<file path="src/inc/pxr_pkg.sv">
/*
  pxr_pkg: register selects, field positions, reset values and state encodings
  for the exception and mode register bank.
  assumes: included before every file of the bank; no other dependencies.
*/
package pxr_pkg;

  // ****************************************************************
  // register selects on the internal register move port
  // ****************************************************************
  localparam logic [2:0] SEL_EXC_RET   = 3'h0;
  localparam logic [2:0] SEL_IRQ_CLR   = 3'h1;
  localparam logic [2:0] SEL_SER_RCV   = 3'h2;
  localparam logic [2:0] SEL_TB_FULL   = 3'h3;
  localparam logic [2:0] SEL_TB_NONGLB = 3'h4;
  localparam logic [2:0] SEL_TB_SINGLE = 3'h5;
  localparam logic [2:0] SEL_MODE      = 3'h6;

  // ****************************************************************
  // field positions
  // ****************************************************************
  localparam int FW_MODE_BIT   = 0;
  localparam int ADJ_BIT       = 1;
  localparam int CORR_CLR_BIT  = 0;
  localparam int CNT0_CLR_BIT  = 8;
  localparam int CNT1_CLR_BIT  = 15;
  localparam int SER_CLR_BIT   = 32;
  localparam int RX_LVL_BIT    = 3;
  localparam int CM_WR_LO      = 3;
  localparam int CM_RD_LO      = 1;
  localparam int CM_RD_HI      = 34;

  // ****************************************************************
  // sizes, reset values and fixed figures
  // ****************************************************************
  localparam int          TB_ENTRIES   = 12;
  localparam logic [63:0] EXC_RET_RST  = 64'h0000_0000_0000_0001;
  localparam logic [1:0]  MODE_RST     = 2'h0;
  localparam logic [63:0] PC_STEP      = 64'h0000_0000_0000_0004;

  // ****************************************************************
  // return sequencer states
  // ****************************************************************
  typedef enum logic [2:0] {
    RS_IDLE   = 3'b001,
    RS_JUMP   = 3'b010,
    RS_WAIT   = 3'b100
  } pxr_ret_e;

endpackage : pxr_pkg

</file>
<file path="src/inc/pxr_tb_if.sv">
/*
  pxr_tb_if: invalidate commands from the register bank to the translation
  buffer valid array.
  assumes: both ends run on the same clock.
*/
`timescale 1ns/10ps
interface pxr_tb_if;
  logic                           inv_all;
  logic                           inv_nonglobal;
  logic [pxr_pkg::TB_ENTRIES-1:0] fill_valid;
  logic [pxr_pkg::TB_ENTRIES-1:0] fill_glob;
  logic [pxr_pkg::TB_ENTRIES-1:0] valid;
  logic [pxr_pkg::TB_ENTRIES-1:0] glob;
  logic [1:0]                     ptr_rst;
  modport ctl (output inv_all, inv_nonglobal, fill_valid, fill_glob,
               input valid, glob, ptr_rst);
  modport arr (input inv_all, inv_nonglobal, fill_valid, fill_glob,
               output valid, glob, ptr_rst);
endinterface : pxr_tb_if

</file>
<file path="src/pxr_tb_valid.sv">
/*
  pxr_tb_valid: valid and address-space-match bits of the twelve instruction
  translation buffer entries, plus the two not-last-used pointer resets.
  assumes: fill strobes come from the translation fill path of the core.
*/
`timescale 1ns/10ps
module pxr_tb_valid (
  input  wire logic clk_i,
  input  wire logic rst_i,
  input  wire logic ce_i,
  pxr_tb_if.arr     tb
);

  logic [1:0] ptr_rst_q;

  // ****************************************************************
  // per entry valid bit
  // ****************************************************************
  for (genvar e = 0; e < pxr_pkg::TB_ENTRIES; e++) begin : g_ent
    logic v_q;
    logic g_q;
    always_ff @(posedge clk_i) begin
      if (rst_i) begin
        v_q <= 1'b0;
        g_q <= 1'b0;
      end else if (ce_i) begin
        if (tb.inv_all) begin
          v_q <= 1'b0;
        end else if (tb.inv_nonglobal && !g_q) begin
          v_q <= 1'b0;
        end else if (tb.fill_valid[e]) begin
          v_q <= 1'b1;
          g_q <= tb.fill_glob[e];
        end
      end
    end
    assign tb.valid[e] = v_q;
    assign tb.glob[e]  = g_q;
  end

  // pointer reset is a pulse for both replacement pointers
  always_ff @(posedge clk_i) begin
    if (rst_i) begin
      ptr_rst_q <= 2'h0;
    end else if (ce_i) begin
      ptr_rst_q <= {2{tb.inv_all}};
    end
  end
  assign tb.ptr_rst = ptr_rst_q;

  property p_glob_survives;
    @(posedge clk_i) disable iff (rst_i)
      (ce_i && tb.inv_nonglobal && !tb.inv_all && tb.valid[0] && tb.glob[0])
      |=> tb.valid[0];
  endproperty
  a_glob_survives: assert property (p_glob_survives) else $error("global entry lost");

endmodule : pxr_tb_valid

</file>
<file path="src/pxr_ser_rx.sv">
/*
  pxr_ser_rx: serial receive level and transition detection on the serial rom
  data pin once the cache load has finished.
  assumes: pin is synchronous to clk_i.
*/
`timescale 1ns/10ps
module pxr_ser_rx (
  input  wire logic clk_i,
  input  wire logic rst_i,
  input  wire logic ce_i,
  input  wire logic loaded_i,
  input  wire logic serial_rom_data_pin_i,
  output logic      rx_lvl_o,
  output logic      edge_o
);

  logic rx_lvl_q;
  logic armed_q;

  // ****************************************************************
  // level capture
  // ****************************************************************
  always_ff @(posedge clk_i) begin
    if (rst_i) begin
      rx_lvl_q <= 1'b0;
      armed_q  <= 1'b0;
    end else if (ce_i) begin
      armed_q <= loaded_i;
      if (loaded_i) begin
        rx_lvl_q <= serial_rom_data_pin_i;
      end
    end
  end

  assign rx_lvl_o = rx_lvl_q;
  // first sample after load is not a transition, so no false request
  assign edge_o = ce_i && armed_q && loaded_i && (serial_rom_data_pin_i != rx_lvl_q);

endmodule : pxr_ser_rx

</file>
<file path="src/pxr_regs.sv">
/*
  pxr_regs: exception return address, interrupt request clear, serial receive,
  translation buffer invalidate strobes and current mode registers.
  assumes: one move instruction per cycle; fetch and exception sources are
  single-cycle pulses from the instruction unit; inputs synchronous to clk_i.
*/
// Contract
// - return instruction jumps to saved address
// - saved address moves both ways, hardware writes
// - exception saves address of unfinished instruction
// - bit 0 selects firmware mode on return
// - firmware call saves following instruction address
// - traps flag bit 1: 0 means four high
// - other entries leave bit 1 clear
// - clear register write-only, four clear bits
// - writing zero clears that pending request
// - counter 0 and 1 cleared separately
// - bit 32 clears serial line request
// - one bit clears correctable read error
// - receive bit 3 follows data pin
// - receive transition sets serial line request
// - serial request gated by enable bit
// - full invalidate clears all, resets pointers
// - single invalidate behaves as full invalidate
// - nonglobal invalidate clears match-zero entries only
// - mode written bits 4:3, read 34,1
`timescale 1ns/10ps
module pxr_regs (
  input  wire logic        clk_i,
  input  wire logic        rst_i,
  input  wire logic        ce_i,
  // internal register move port
  input  wire logic        mtpr_i,
  input  wire logic        mfpr_i,
  input  wire logic [2:0]  sel_i,
  input  wire logic [63:0] wdata_i,
  output logic [63:0]      rdata_o,
  output logic             rvalid_o,
  // exception entry from the instruction unit
  input  wire logic        exc_i,
  input  wire logic        exc_call_i,
  input  wire logic        exc_trap_i,
  input  wire logic        exc_adj_ok_i,
  input  wire logic [63:0] exc_pc_i,
  // return from exception
  input  wire logic        rei_i,
  output logic             rei_jump_o,
  output logic [63:0]      rei_target_o,
  output logic             rei_fw_mode_o,
  // interrupt request sources and enable
  input  wire logic        cnt0_ovf_i,
  input  wire logic        cnt1_ovf_i,
  input  wire logic        corr_err_i,
  input  wire logic        serial_line_enable_bit_i,
  output logic             ser_req_o,
  output logic             cnt0_req_o,
  output logic             cnt1_req_o,
  output logic             corr_req_o,
  output logic             ser_irq_o,
  // serial rom pin
  input  wire logic        icache_loaded_i,
  input  wire logic        serial_rom_data_pin_i,
  // translation buffer fill and state
  input  wire logic [11:0] tb_fill_i,
  input  wire logic [11:0] tb_fill_glob_i,
  output logic [11:0]      tb_valid_o,
  output logic [1:0]       ptr_rst_o,
  output logic [1:0]       cur_mode_o
);

  logic [63:0]       exc_ret_q;
  logic              ser_req_q;
  logic              cnt0_req_q;
  logic              cnt1_req_q;
  logic              corr_req_q;
  logic [1:0]        mode_q;
  logic [63:0]       rdata_q;
  logic              rvalid_q;
  logic              jump_q;
  logic [63:0]       tgt_q;
  logic              fwm_q;
  logic              rx_lvl;
  logic              ser_edge;
  logic              clr_wr;
  logic [63:0]       exc_val;
  logic [63:0]       rd_mux;
  pxr_pkg::pxr_ret_e rs_q;
  pxr_tb_if tbi ();

  // ****************************************************************
  // exception return address
  // ****************************************************************
  always_comb begin
    exc_val = {exc_pc_i[63:2], 2'h0};
    if (exc_trap_i) begin
      exc_val[pxr_pkg::ADJ_BIT] = exc_adj_ok_i;
    end
    exc_val[pxr_pkg::FW_MODE_BIT] = 1'b1;  // every entry sets bit 0, so the following return runs in firmware mode
  end

  always_ff @(posedge clk_i) begin
    if (rst_i) begin
      exc_ret_q <= pxr_pkg::EXC_RET_RST;
    end else if (ce_i) begin
      // hardware entry beats a software move in the same cycle
      if (exc_i) begin
        exc_ret_q <= exc_val;
      end else if (mtpr_i && sel_i == pxr_pkg::SEL_EXC_RET) begin
        exc_ret_q <= wdata_i;
      end
    end
  end

  // ****************************************************************
  // return sequencer
  // ****************************************************************
  always_ff @(posedge clk_i) begin
    if (rst_i) begin
      rs_q   <= pxr_pkg::RS_IDLE;
      jump_q <= 1'b0;
      tgt_q  <= 64'h0;
      fwm_q  <= 1'b1;
    end else if (ce_i) begin
      jump_q <= 1'b0;
      case (rs_q)
        pxr_pkg::RS_IDLE: begin
          if (rei_i) begin
            rs_q   <= pxr_pkg::RS_JUMP;
            jump_q <= 1'b1;
            tgt_q  <= {exc_ret_q[63:2], 2'h0};
            fwm_q  <= exc_ret_q[pxr_pkg::FW_MODE_BIT];
          end
        end
        pxr_pkg::RS_JUMP: begin
          rs_q <= pxr_pkg::RS_WAIT;
        end
        pxr_pkg::RS_WAIT: begin
          if (!rei_i) begin
            rs_q <= pxr_pkg::RS_IDLE;
          end
        end
        default: begin
          rs_q <= pxr_pkg::RS_IDLE;
        end
      endcase
    end
  end
  assign rei_jump_o    = jump_q;
  assign rei_target_o  = tgt_q;
  assign rei_fw_mode_o = fwm_q;

  // ****************************************************************
  // interrupt request clear
  // ****************************************************************
  assign clr_wr = mtpr_i && (sel_i == pxr_pkg::SEL_IRQ_CLR);
  // set wins over clear so an event in the clear cycle survives
  always_ff @(posedge clk_i) begin
    if (rst_i) begin
      ser_req_q <= 1'b0;
    end else if (ce_i) begin
      if (ser_edge) begin
        ser_req_q <= 1'b1;
      end else if (clr_wr && !wdata_i[pxr_pkg::SER_CLR_BIT]) begin
        ser_req_q <= 1'b0;
      end
    end
  end

  always_ff @(posedge clk_i) begin
    if (rst_i) begin
      cnt0_req_q <= 1'b0;
      cnt1_req_q <= 1'b0;
    end else if (ce_i) begin
      if (cnt0_ovf_i) begin
        cnt0_req_q <= 1'b1;
      end else if (clr_wr && !wdata_i[pxr_pkg::CNT0_CLR_BIT]) begin
        cnt0_req_q <= 1'b0;
      end
      if (cnt1_ovf_i) begin
        cnt1_req_q <= 1'b1;
      end else if (clr_wr && !wdata_i[pxr_pkg::CNT1_CLR_BIT]) begin
        cnt1_req_q <= 1'b0;
      end
    end
  end

  always_ff @(posedge clk_i) begin
    if (rst_i) begin
      corr_req_q <= 1'b0;
    end else if (ce_i) begin
      if (corr_err_i) begin
        corr_req_q <= 1'b1;
      end else if (clr_wr && !wdata_i[pxr_pkg::CORR_CLR_BIT]) begin
        corr_req_q <= 1'b0;
      end
    end
  end
  assign ser_req_o  = ser_req_q;
  assign cnt0_req_o = cnt0_req_q;
  assign cnt1_req_o = cnt1_req_q;
  assign corr_req_o = corr_req_q;
  assign ser_irq_o  = ser_req_q && serial_line_enable_bit_i;

  // ****************************************************************
  // serial receive
  // ****************************************************************
  pxr_ser_rx u_rx (
    .clk_i                 (clk_i),
    .rst_i                 (rst_i),
    .ce_i                  (ce_i),
    .loaded_i              (icache_loaded_i),
    .serial_rom_data_pin_i (serial_rom_data_pin_i),
    .rx_lvl_o              (rx_lvl),
    .edge_o                (ser_edge)
  );

  // ****************************************************************
  // translation buffer invalidates
  // ****************************************************************
  // strobes are decoded whatever the mode; firmware keeps the mode discipline
  assign tbi.inv_all = mtpr_i && (sel_i == pxr_pkg::SEL_TB_FULL ||
                                  sel_i == pxr_pkg::SEL_TB_SINGLE);
  assign tbi.inv_nonglobal = mtpr_i && (sel_i == pxr_pkg::SEL_TB_NONGLB);
  assign tbi.fill_valid    = tb_fill_i;
  assign tbi.fill_glob     = tb_fill_glob_i;

  pxr_tb_valid u_tb (
    .clk_i (clk_i),
    .rst_i (rst_i),
    .ce_i  (ce_i),
    .tb    (tbi.arr)
  );
  assign tb_valid_o = tbi.valid;
  assign ptr_rst_o  = tbi.ptr_rst;

  // ****************************************************************
  // current mode
  // ****************************************************************
  always_ff @(posedge clk_i) begin
    if (rst_i) begin
      mode_q <= pxr_pkg::MODE_RST;
    end else if (ce_i && mtpr_i && sel_i == pxr_pkg::SEL_MODE) begin
      mode_q <= wdata_i[pxr_pkg::CM_WR_LO +: 2];
    end
  end
  assign cur_mode_o = mode_q;

  // ****************************************************************
  // read path
  // ****************************************************************
  always_comb begin
    rd_mux = 64'h0;
    case (sel_i)
      pxr_pkg::SEL_EXC_RET: begin
        rd_mux = exc_ret_q;
      end
      pxr_pkg::SEL_SER_RCV: begin
        rd_mux[pxr_pkg::RX_LVL_BIT] = rx_lvl;
      end
      pxr_pkg::SEL_MODE: begin
        rd_mux[pxr_pkg::CM_RD_LO] = mode_q[0];
        rd_mux[pxr_pkg::CM_RD_HI] = mode_q[1];
      end
      default: begin
        rd_mux = 64'h0;
      end
    endcase
  end

  always_ff @(posedge clk_i) begin
    if (rst_i) begin
      rdata_q  <= 64'h0;
      rvalid_q <= 1'b0;
    end else if (ce_i) begin
      rvalid_q <= mfpr_i;
      if (mfpr_i) begin
        rdata_q <= rd_mux;
      end
    end
  end
  assign rdata_o  = rdata_q;
  assign rvalid_o = rvalid_q;

  // ****************************************************************
  // checks
  // ****************************************************************
  property p_rei_target;
    @(posedge clk_i) disable iff (rst_i)
      (ce_i && rei_i && rs_q == pxr_pkg::RS_IDLE)
      |=> (rei_jump_o && rei_target_o[63:2] == $past(exc_ret_q[63:2]));
  endproperty
  a_rei_target: assert property (p_rei_target) else $error("return target wrong");

  property p_rei_mode;
    @(posedge clk_i) disable iff (rst_i)
      (ce_i && rei_i && rs_q == pxr_pkg::RS_IDLE)
      |=> (rei_fw_mode_o == $past(exc_ret_q[0]));
  endproperty
  a_rei_mode: assert property (p_rei_mode) else $error("return mode wrong");

  property p_sw_write;
    @(posedge clk_i) disable iff (rst_i)
      (ce_i && !exc_i && mtpr_i && sel_i == pxr_pkg::SEL_EXC_RET)
      |=> exc_ret_q == $past(wdata_i);
  endproperty
  a_sw_write: assert property (p_sw_write) else $error("return address not written");

  property p_entry_pc;
    @(posedge clk_i) disable iff (rst_i)
      (ce_i && exc_i) |=> exc_ret_q[63:2] == $past(exc_pc_i[63:2]);
  endproperty
  a_entry_pc: assert property (p_entry_pc) else $error("entry pc not saved");

  property p_trap_flag;
    @(posedge clk_i) disable iff (rst_i)
      (ce_i && exc_i && exc_trap_i) |=> exc_ret_q[1] == $past(exc_adj_ok_i);
  endproperty
  a_trap_flag: assert property (p_trap_flag) else $error("trap adjust flag wrong");

  property p_other_flag;
    @(posedge clk_i) disable iff (rst_i)
      (ce_i && exc_i && !exc_trap_i) |=> !exc_ret_q[1];
  endproperty
  a_other_flag: assert property (p_other_flag) else $error("adjust flag set on entry");

  property p_call_pc;
    @(posedge clk_i) disable iff (rst_i)
      (ce_i && exc_i && exc_call_i && !exc_trap_i)
      |=> (exc_ret_q[63:2] == $past(exc_pc_i[63:2]) && !exc_ret_q[1]);
  endproperty
  a_call_pc: assert property (p_call_pc) else $error("call return address wrong");

  property p_ser_clr;
    @(posedge clk_i) disable iff (rst_i)
      (ce_i && clr_wr && !wdata_i[pxr_pkg::SER_CLR_BIT] && !ser_edge) |=> !ser_req_q;
  endproperty
  a_ser_clr: assert property (p_ser_clr) else $error("serial request not cleared");

  property p_ones_keep;
    @(posedge clk_i) disable iff (rst_i)
      (ce_i && clr_wr && wdata_i[pxr_pkg::CORR_CLR_BIT] && wdata_i[pxr_pkg::CNT0_CLR_BIT]
       && wdata_i[pxr_pkg::CNT1_CLR_BIT] && wdata_i[pxr_pkg::SER_CLR_BIT])
      |=> ($past(corr_req_q) -> corr_req_q) && ($past(cnt0_req_q) -> cnt0_req_q)
          && ($past(cnt1_req_q) -> cnt1_req_q) && ($past(ser_req_q) -> ser_req_q);
  endproperty
  a_ones_keep: assert property (p_ones_keep) else $error("request lost on one write");

  property p_irq_gate;
    @(posedge clk_i) disable iff (rst_i)
      !serial_line_enable_bit_i |-> !ser_irq_o;
  endproperty
  a_irq_gate: assert property (p_irq_gate) else $error("serial irq while disabled");

  property p_inv_all;
    @(posedge clk_i) disable iff (rst_i)
      (ce_i && mtpr_i && sel_i == pxr_pkg::SEL_TB_SINGLE)
      |=> (tb_valid_o == 12'h000 && ptr_rst_o == 2'h3);
  endproperty
  a_inv_all: assert property (p_inv_all) else $error("single invalidate incomplete");

  property p_mode_rd;
    @(posedge clk_i) disable iff (rst_i)
      (ce_i && mfpr_i && sel_i == pxr_pkg::SEL_MODE)
      |=> (rdata_o == {29'h0, $past(mode_q[1]), 32'h0, $past(mode_q[0]), 1'b0});
  endproperty
  a_mode_rd: assert property (p_mode_rd) else $error("mode read format wrong");

endmodule : pxr_regs

</file>
<file path="config.mk">
export PLATFORM = sky130hd
export DESIGN_NAME = pxr_regs
export DESIGN_NICKNAME = d
export VERILOG_FILES = /design/src/inc/pxr_pkg.sv /design/src/inc/pxr_tb_if.sv /design/src/pxr_tb_valid.sv /design/src/pxr_ser_rx.sv /design/src/pxr_regs.sv
export SDC_FILE = /design/constraint.sdc
export NUM_CORES = 1
export LEC_CHECK = 0
export ABC_AREA = 1
export BUFFER_PORTS_ARGS = -buffer_cell sky130_fd_sc_hd__buf_2
export CORE_UTILIZATION = 35
export CTS_CLUSTER_SIZE = 40
export DETAILED_ROUTE_END_ITERATION = 10
export GPL_ROUTABILITY_DRIVEN = 0
export PLACE_DENSITY = 0.66
export SETUP_SLACK_MARGIN = 0.5
export SLEW_MARGIN = 20
export SYNTH_ARGS = -nofsm -noshare
export SYNTH_HDL_FRONTEND = slang
export SYNTH_SLANG_ARGS = --single-unit
</file>
<file path="constraint.sdc">
create_clock -name clk_i -period 3.4 [get_ports clk_i]
set_input_delay 0.34 -clock clk_i [delete_from_list [all_inputs] [get_ports clk_i]]
set_output_delay 0.34 -clock clk_i [all_outputs]
set_load 0.02 [all_outputs]
</file>
-- Word-level counts from Yosys, hierarchy flattened
Cells that the tools add are included.
- output and inout port bits: 152
- register bits: 229
- input bits: 171
- logic and storage cells: 217
- equality and inequality tests: 12
- mux-type cells: 59
- bitwise logic cells: 13
- reduce and logical (&&, ||, !) cells: 94
- operators with widths (kind ; number):
    $mux W64 ; 2
    $mux W1 ; 49
    $reduce_and A4 Y1 ; 12
    $reduce_and A2 Y1 ; 19
    $reduce_bool A3 Y1 ; 12
    $mux W30 ; 1
    $mux W29 ; 1
    $logic_and A1 B1 Y1 ; 26
    $logic_not A1 Y1 ; 16
    $not A1 Y1 ; 13
    $eq A3 B3 Y1 const B ; 4
    $reduce_bool A2 Y1 ; 5
    $eq A3 B2 Y1 const B ; 3
    $pmux W3 S3 ; 1
    $eq A3 B1 Y1 const B ; 2
    $mux W3 ; 2
    $pmux W1 S2 ; 3
    $reduce_and A3 Y1 ; 2
    $ne A2 B2 Y1 const B ; 2
    $logic_not A3 Y1 ; 1
    $logic_or A1 B1 Y1 ; 1
    $ne A1 B1 Y1 ; 1

-- Logic depth before layout (Yosys ltp)
- word-level depth: 5
- gate-level depth with buffers: 8
- depth with buffers taken out: 7

-- Cells and area by module
Synthesis repeated with hierarchy kept, for this count alone.
- cells, all modules: 1395
- area, all modules: 10227.3 um2
- by module, submodules not included (module ; seq. area each (um2) ; times used ; cells an instance ; area an instance (um2)):
    pxr_regs ; 4043.9 ; 1 ; 1147 ; 8663.3
    pxr_tb_valid ; 500.5 ; 1 ; 231 ; 1461.4
    pxr_ser_rx ; 40.0 ; 1 ; 17 ; 102.6

-- Worst setup path before layout
Ideal clock, no wire load.
- kind: input to register
- start point: input port sel_i[1]
- end point: register exc_ret_q[0]
- path slack: 2.097 ns
- setup time: 0.133 ns
- stages on the path: 8
- data arrival time: 1.170 ns
- path through: nor2_2 -> nand2_1 -> o21ai_1 -> buf_4 -> buf_6 -> nand2_1 -> nand2_1 -> nand3_1
- longest elaborated chain between the ends: 4
- ends and longest elaborated chain (what ; RTL line ; source):
    from (decl) ; pxr_regs.sv:35 ; input wire logic [2:0] sel_i,
    $logic_not A3 Y1 ; pxr_regs.sv:108 ; end else if (mtpr_i && sel_i == pxr_pkg::SEL_EXC_RET) begin
    $logic_and A1 B1 Y1 ; pxr_regs.sv:108 ;
    $reduce_bool A2 Y1 (no source line) ; n/a ;
    $reduce_and A2 Y1 (no source line) ; n/a ;
    to (signal assigned) ; pxr_regs.sv:103 ; exc_ret_q <= pxr_pkg::EXC_RET_RST;
    to (signal assigned) ; pxr_regs.sv:107 ; exc_ret_q <= exc_val;
    to (signal assigned) ; pxr_regs.sv:109 ; exc_ret_q <= wdata_i;
    to (decl) ; pxr_regs.sv:71 ; logic [63:0] exc_ret_q;
No other way between the ends.
A chain may end at the register's enable or synchronous reset.

-- Worst setup path in the final report
- start point: register rs_q[1]
- end point: register tgt_q[61] (netlist: rei_target_o[61])
- longest elaborated chain between the ends: 2
- ends and longest elaborated chain (what ; RTL line ; source):
    from (decl) ; pxr_regs.sv:87 ; pxr_pkg::pxr_ret_e rs_q;
    from (signal assigned) ; pxr_regs.sv:119 ; rs_q <= pxr_pkg::RS_IDLE;
    from (signal assigned) ; pxr_regs.sv:128 ; rs_q <= pxr_pkg::RS_JUMP;
    from (signal assigned) ; pxr_regs.sv:135 ; rs_q <= pxr_pkg::RS_WAIT;
    $eq A3 B1 Y1 ; pxr_regs.sv:125 ; case (rs_q)
    $reduce_and A3 Y1 (no source line) ; n/a ;
    to (signal assigned) ; pxr_regs.sv:130 ; tgt_q <= {exc_ret_q[63:2], 2'h0};
    to (decl) ; pxr_regs.sv:80 ; logic [63:0] tgt_q;
No other way between the ends.

==> impl_metrics.tcl <==
set metrics [dict create \
    cp-start-kind "register" \
    ios 323 \
    coreArea_um2 27800 \
    grt_usage_pct 20.3 \
    fin_skew_ns 0.0123 \
    met2WireLength_um 13900 \
    rsz0062_at_grt "false" \
    post_cts_resized 0 \
    arrival_ns 2.26 \
    relSlewSlack_pct 30.2 \
    start_util_pct 35.6 \
    wl_met1_um 13700 \
    synth_seq_area_share_pct 46.4 \
    synth_seq_cells 229 \
    ant_nets 0 \
    die_h_um 170 \
    tightest_slew_ns 1.05 \
    syn_area_um2 9880 \
    nFillCells 2936 \
    outcome "finished clean" \
    io_buffers 317 \
    clkLatencyLatePin_ns 0.51 \
    synth_top_cell_by_area "dfxtp_1" \
    finalCritPeriodShare_pct 53.5 \
    crit_type "reg -> reg" \
    clockBufferDepth 3 \
    cts.clk_slew.worst_paths_ns 0.06 \
    min_path_type "in -> reg" \
    holdBufCountCts 0 \
    syn2layout_area_growth_pct 24.9 \
    fmax_mhz 549 \
    postPlaceCellArea_um2 11500 \
    ir_drop_uv 295 \
    p_leak_nw 5.99 \
    yosys_warnings 0 \
    finalCriticalPeriod_ns 1.82 \
    ctsHtreeMaxLevel 1 \
    seqCellArea_um2 4580 \
    multi_input_area_um2 4410 \
    num_vias 9853 \
    grt_first_pass_wirelength_um 47000 \
    drtIter0Drc 612 \
    cts_tree "yes" \
    layout_commonest_cell "buf_2" \
    die_area_um2 28900 \
    syn_inst 1382 \
    grt_pass1_vias 8919 \
    yosysUniqueCellTypes 22 \
    cp_max_fo 35 \
    nets 1792 \
    wl_per_cell_um 15.1 \
    die_w_um 170 \
    rows 61 \
    route.detailed.drc 0 \
    antenna_found_initial 6 \
    placed_cells 1972 \
    slew_viol_final 0 \
    viasPerCell 4.87 \
    maxCapViolCount 0 \
    route.met3.wl_um 1870 \
    dp_hpwl_um 18800 \
    utilization_pct 44.4 \
    cts_sinks 229 \
    cts_made_buffers 25 \
    syn_avg_cell_area_um2 7.15 \
    fin_cells 2023 \
    required_ns 3.84 \
    routed_wirelength_um 30500 \
    drive_gt1_share_pct 23.7 \
    postCtsSetupBuffers 0 \
    end_kind "register" \
    cts_root_buffer "clkbuf_16" \
    mostFrequentLayoutCells "buf_2 (316), nand2_1 (268), dfxtp_1 (229), nor2_1 (207), nand3_1 (158)" \
    synth_top_cells_by_area "dfxtp_1 (46%), nand2_1 (10%), nand3_1 (8.0%)" \
    grt_max_degree 99 \
    finalSetupTns_ns 0 \
    synth_top_area_share_pct 46.4 \
    design_area_um2 12300 \
    setup_viol_count_final 0 \
    grt_overflow 0 \
    firstDrtPassIters 5 \
    hold_viol 0 \
    power_mw 6.59 \
    p_per_area_nw_per_um2 534 \
    top_layer_used "met4" \
]
-- path summary, 6_finish.rpt --
path | end | slack (ns) | cells after the start | startpoint
min | cnt0_req_o$_SDFFE_PP0P_ | 0.08 | 3 | cnt0_ovf_i
max reg2reg | rei_target_o[61]$_SDFFE_PP0P_ | 1.58 | 7 | rs_q[1]$_SDFFE_PP0P_
min reg2reg | rdata_o[9]$_SDFFE_PP0P_ | 0.46 | 2 | rdata_o[9]$_SDFFE_PP0P_
max | rei_target_o[61]$_SDFFE_PP0P_ | 1.58 | 7 | rs_q[1]$_SDFFE_PP0P_
-- sequential cells by signal (all words and copies together), names as in the netlist, 2 cells and up --
register,cells
exc_ret_q,64
u_tb.g_ent.v_q,12
rs_q,3
rei_target_o,62
rdata_o,64
cur_mode_o,2
u_tb.g_ent.g_q,12
-- cells in the mapped netlist --
library cell	number
nand2_1	269
dfxtp_1	229
nor2_1	207
nand3_1	158
a21oi_1	155
o21ai_0	78
inv_1	71
a21boi_0	60
clkbuf_1	53
buf_2	24
buf_4	20
buf_1	15
nand4_1	13
buf_6	10
o21ai_1	10
inv_2	3
nor2_2	2
conb_1	1
nand3_2	1
nor3_4	1
or2_2	1
xor2_1	1
-- cells by family (layout without fill, tap and decap cells) --
group	Yosys count	count (layout)	share of synthesized area [%]
AOI/OAI and AO/OA	303	303	16.9
xor gates and xnor gates	1	1	0.0886
buffers and inverters	196	452	9.27
DFF	229	229	46.4
other	1	8	0.0379
and+or+nand+nor	652	652	27.4
-- power by group --
part,switching (mW),leakage [nW],internal [mW]
registers,0.0832,1.87,2.83
clock network,1.13,0.417,1.69
logic,0.568,3.70,0.297
total,1.78,5.99,4.82
-- stage by stage --
| stage | setup WS, ns | hold slack (ns) |
|---|---|---|
| 2_1_floorplan | 2.10 | 0.439 |
| 3_3_place_gp | 1.28 | 0.449 |
| 3_5_place_dp | 1.26 | 0.452 |
| 4_1_cts | 1.58 | 0.0612 |
| 5_1_grt | 1.40 | 0.0770 |
| 6_report | 1.58 | 0.0825 |
-- final cells by class --
class / count / area share [%]
multi-input cells: 958 / 35.7
well taps: 378 / 3.83
flip-flops and latches: 229 / 37.1
clock buffers: 32 / 5.69
inverters: 74 / 2.27
diodes: 6 / 0.122
clock inverters: 13 / 1.26
repair buffers: 333 / 14.0
-- critical path, stage by stage, from the launching register on --
cell	delay, ns
dfxtp_1	0.39
inv_1	0.08
nand2_1	0.13
nor2_4	0.04
inv_2	0.53
buf_4	0.37
nor2_1	0.07
nor2_1	0.12
-- metal layers --
metal	global-route usage, %	up-vias
li1	-	4988
met1	26.2	4485
met2	33.7	326
met3	3.65	54
met4	7.17	0
met5	0	-
No activity file was read; power rests on OpenSTA's default activity.
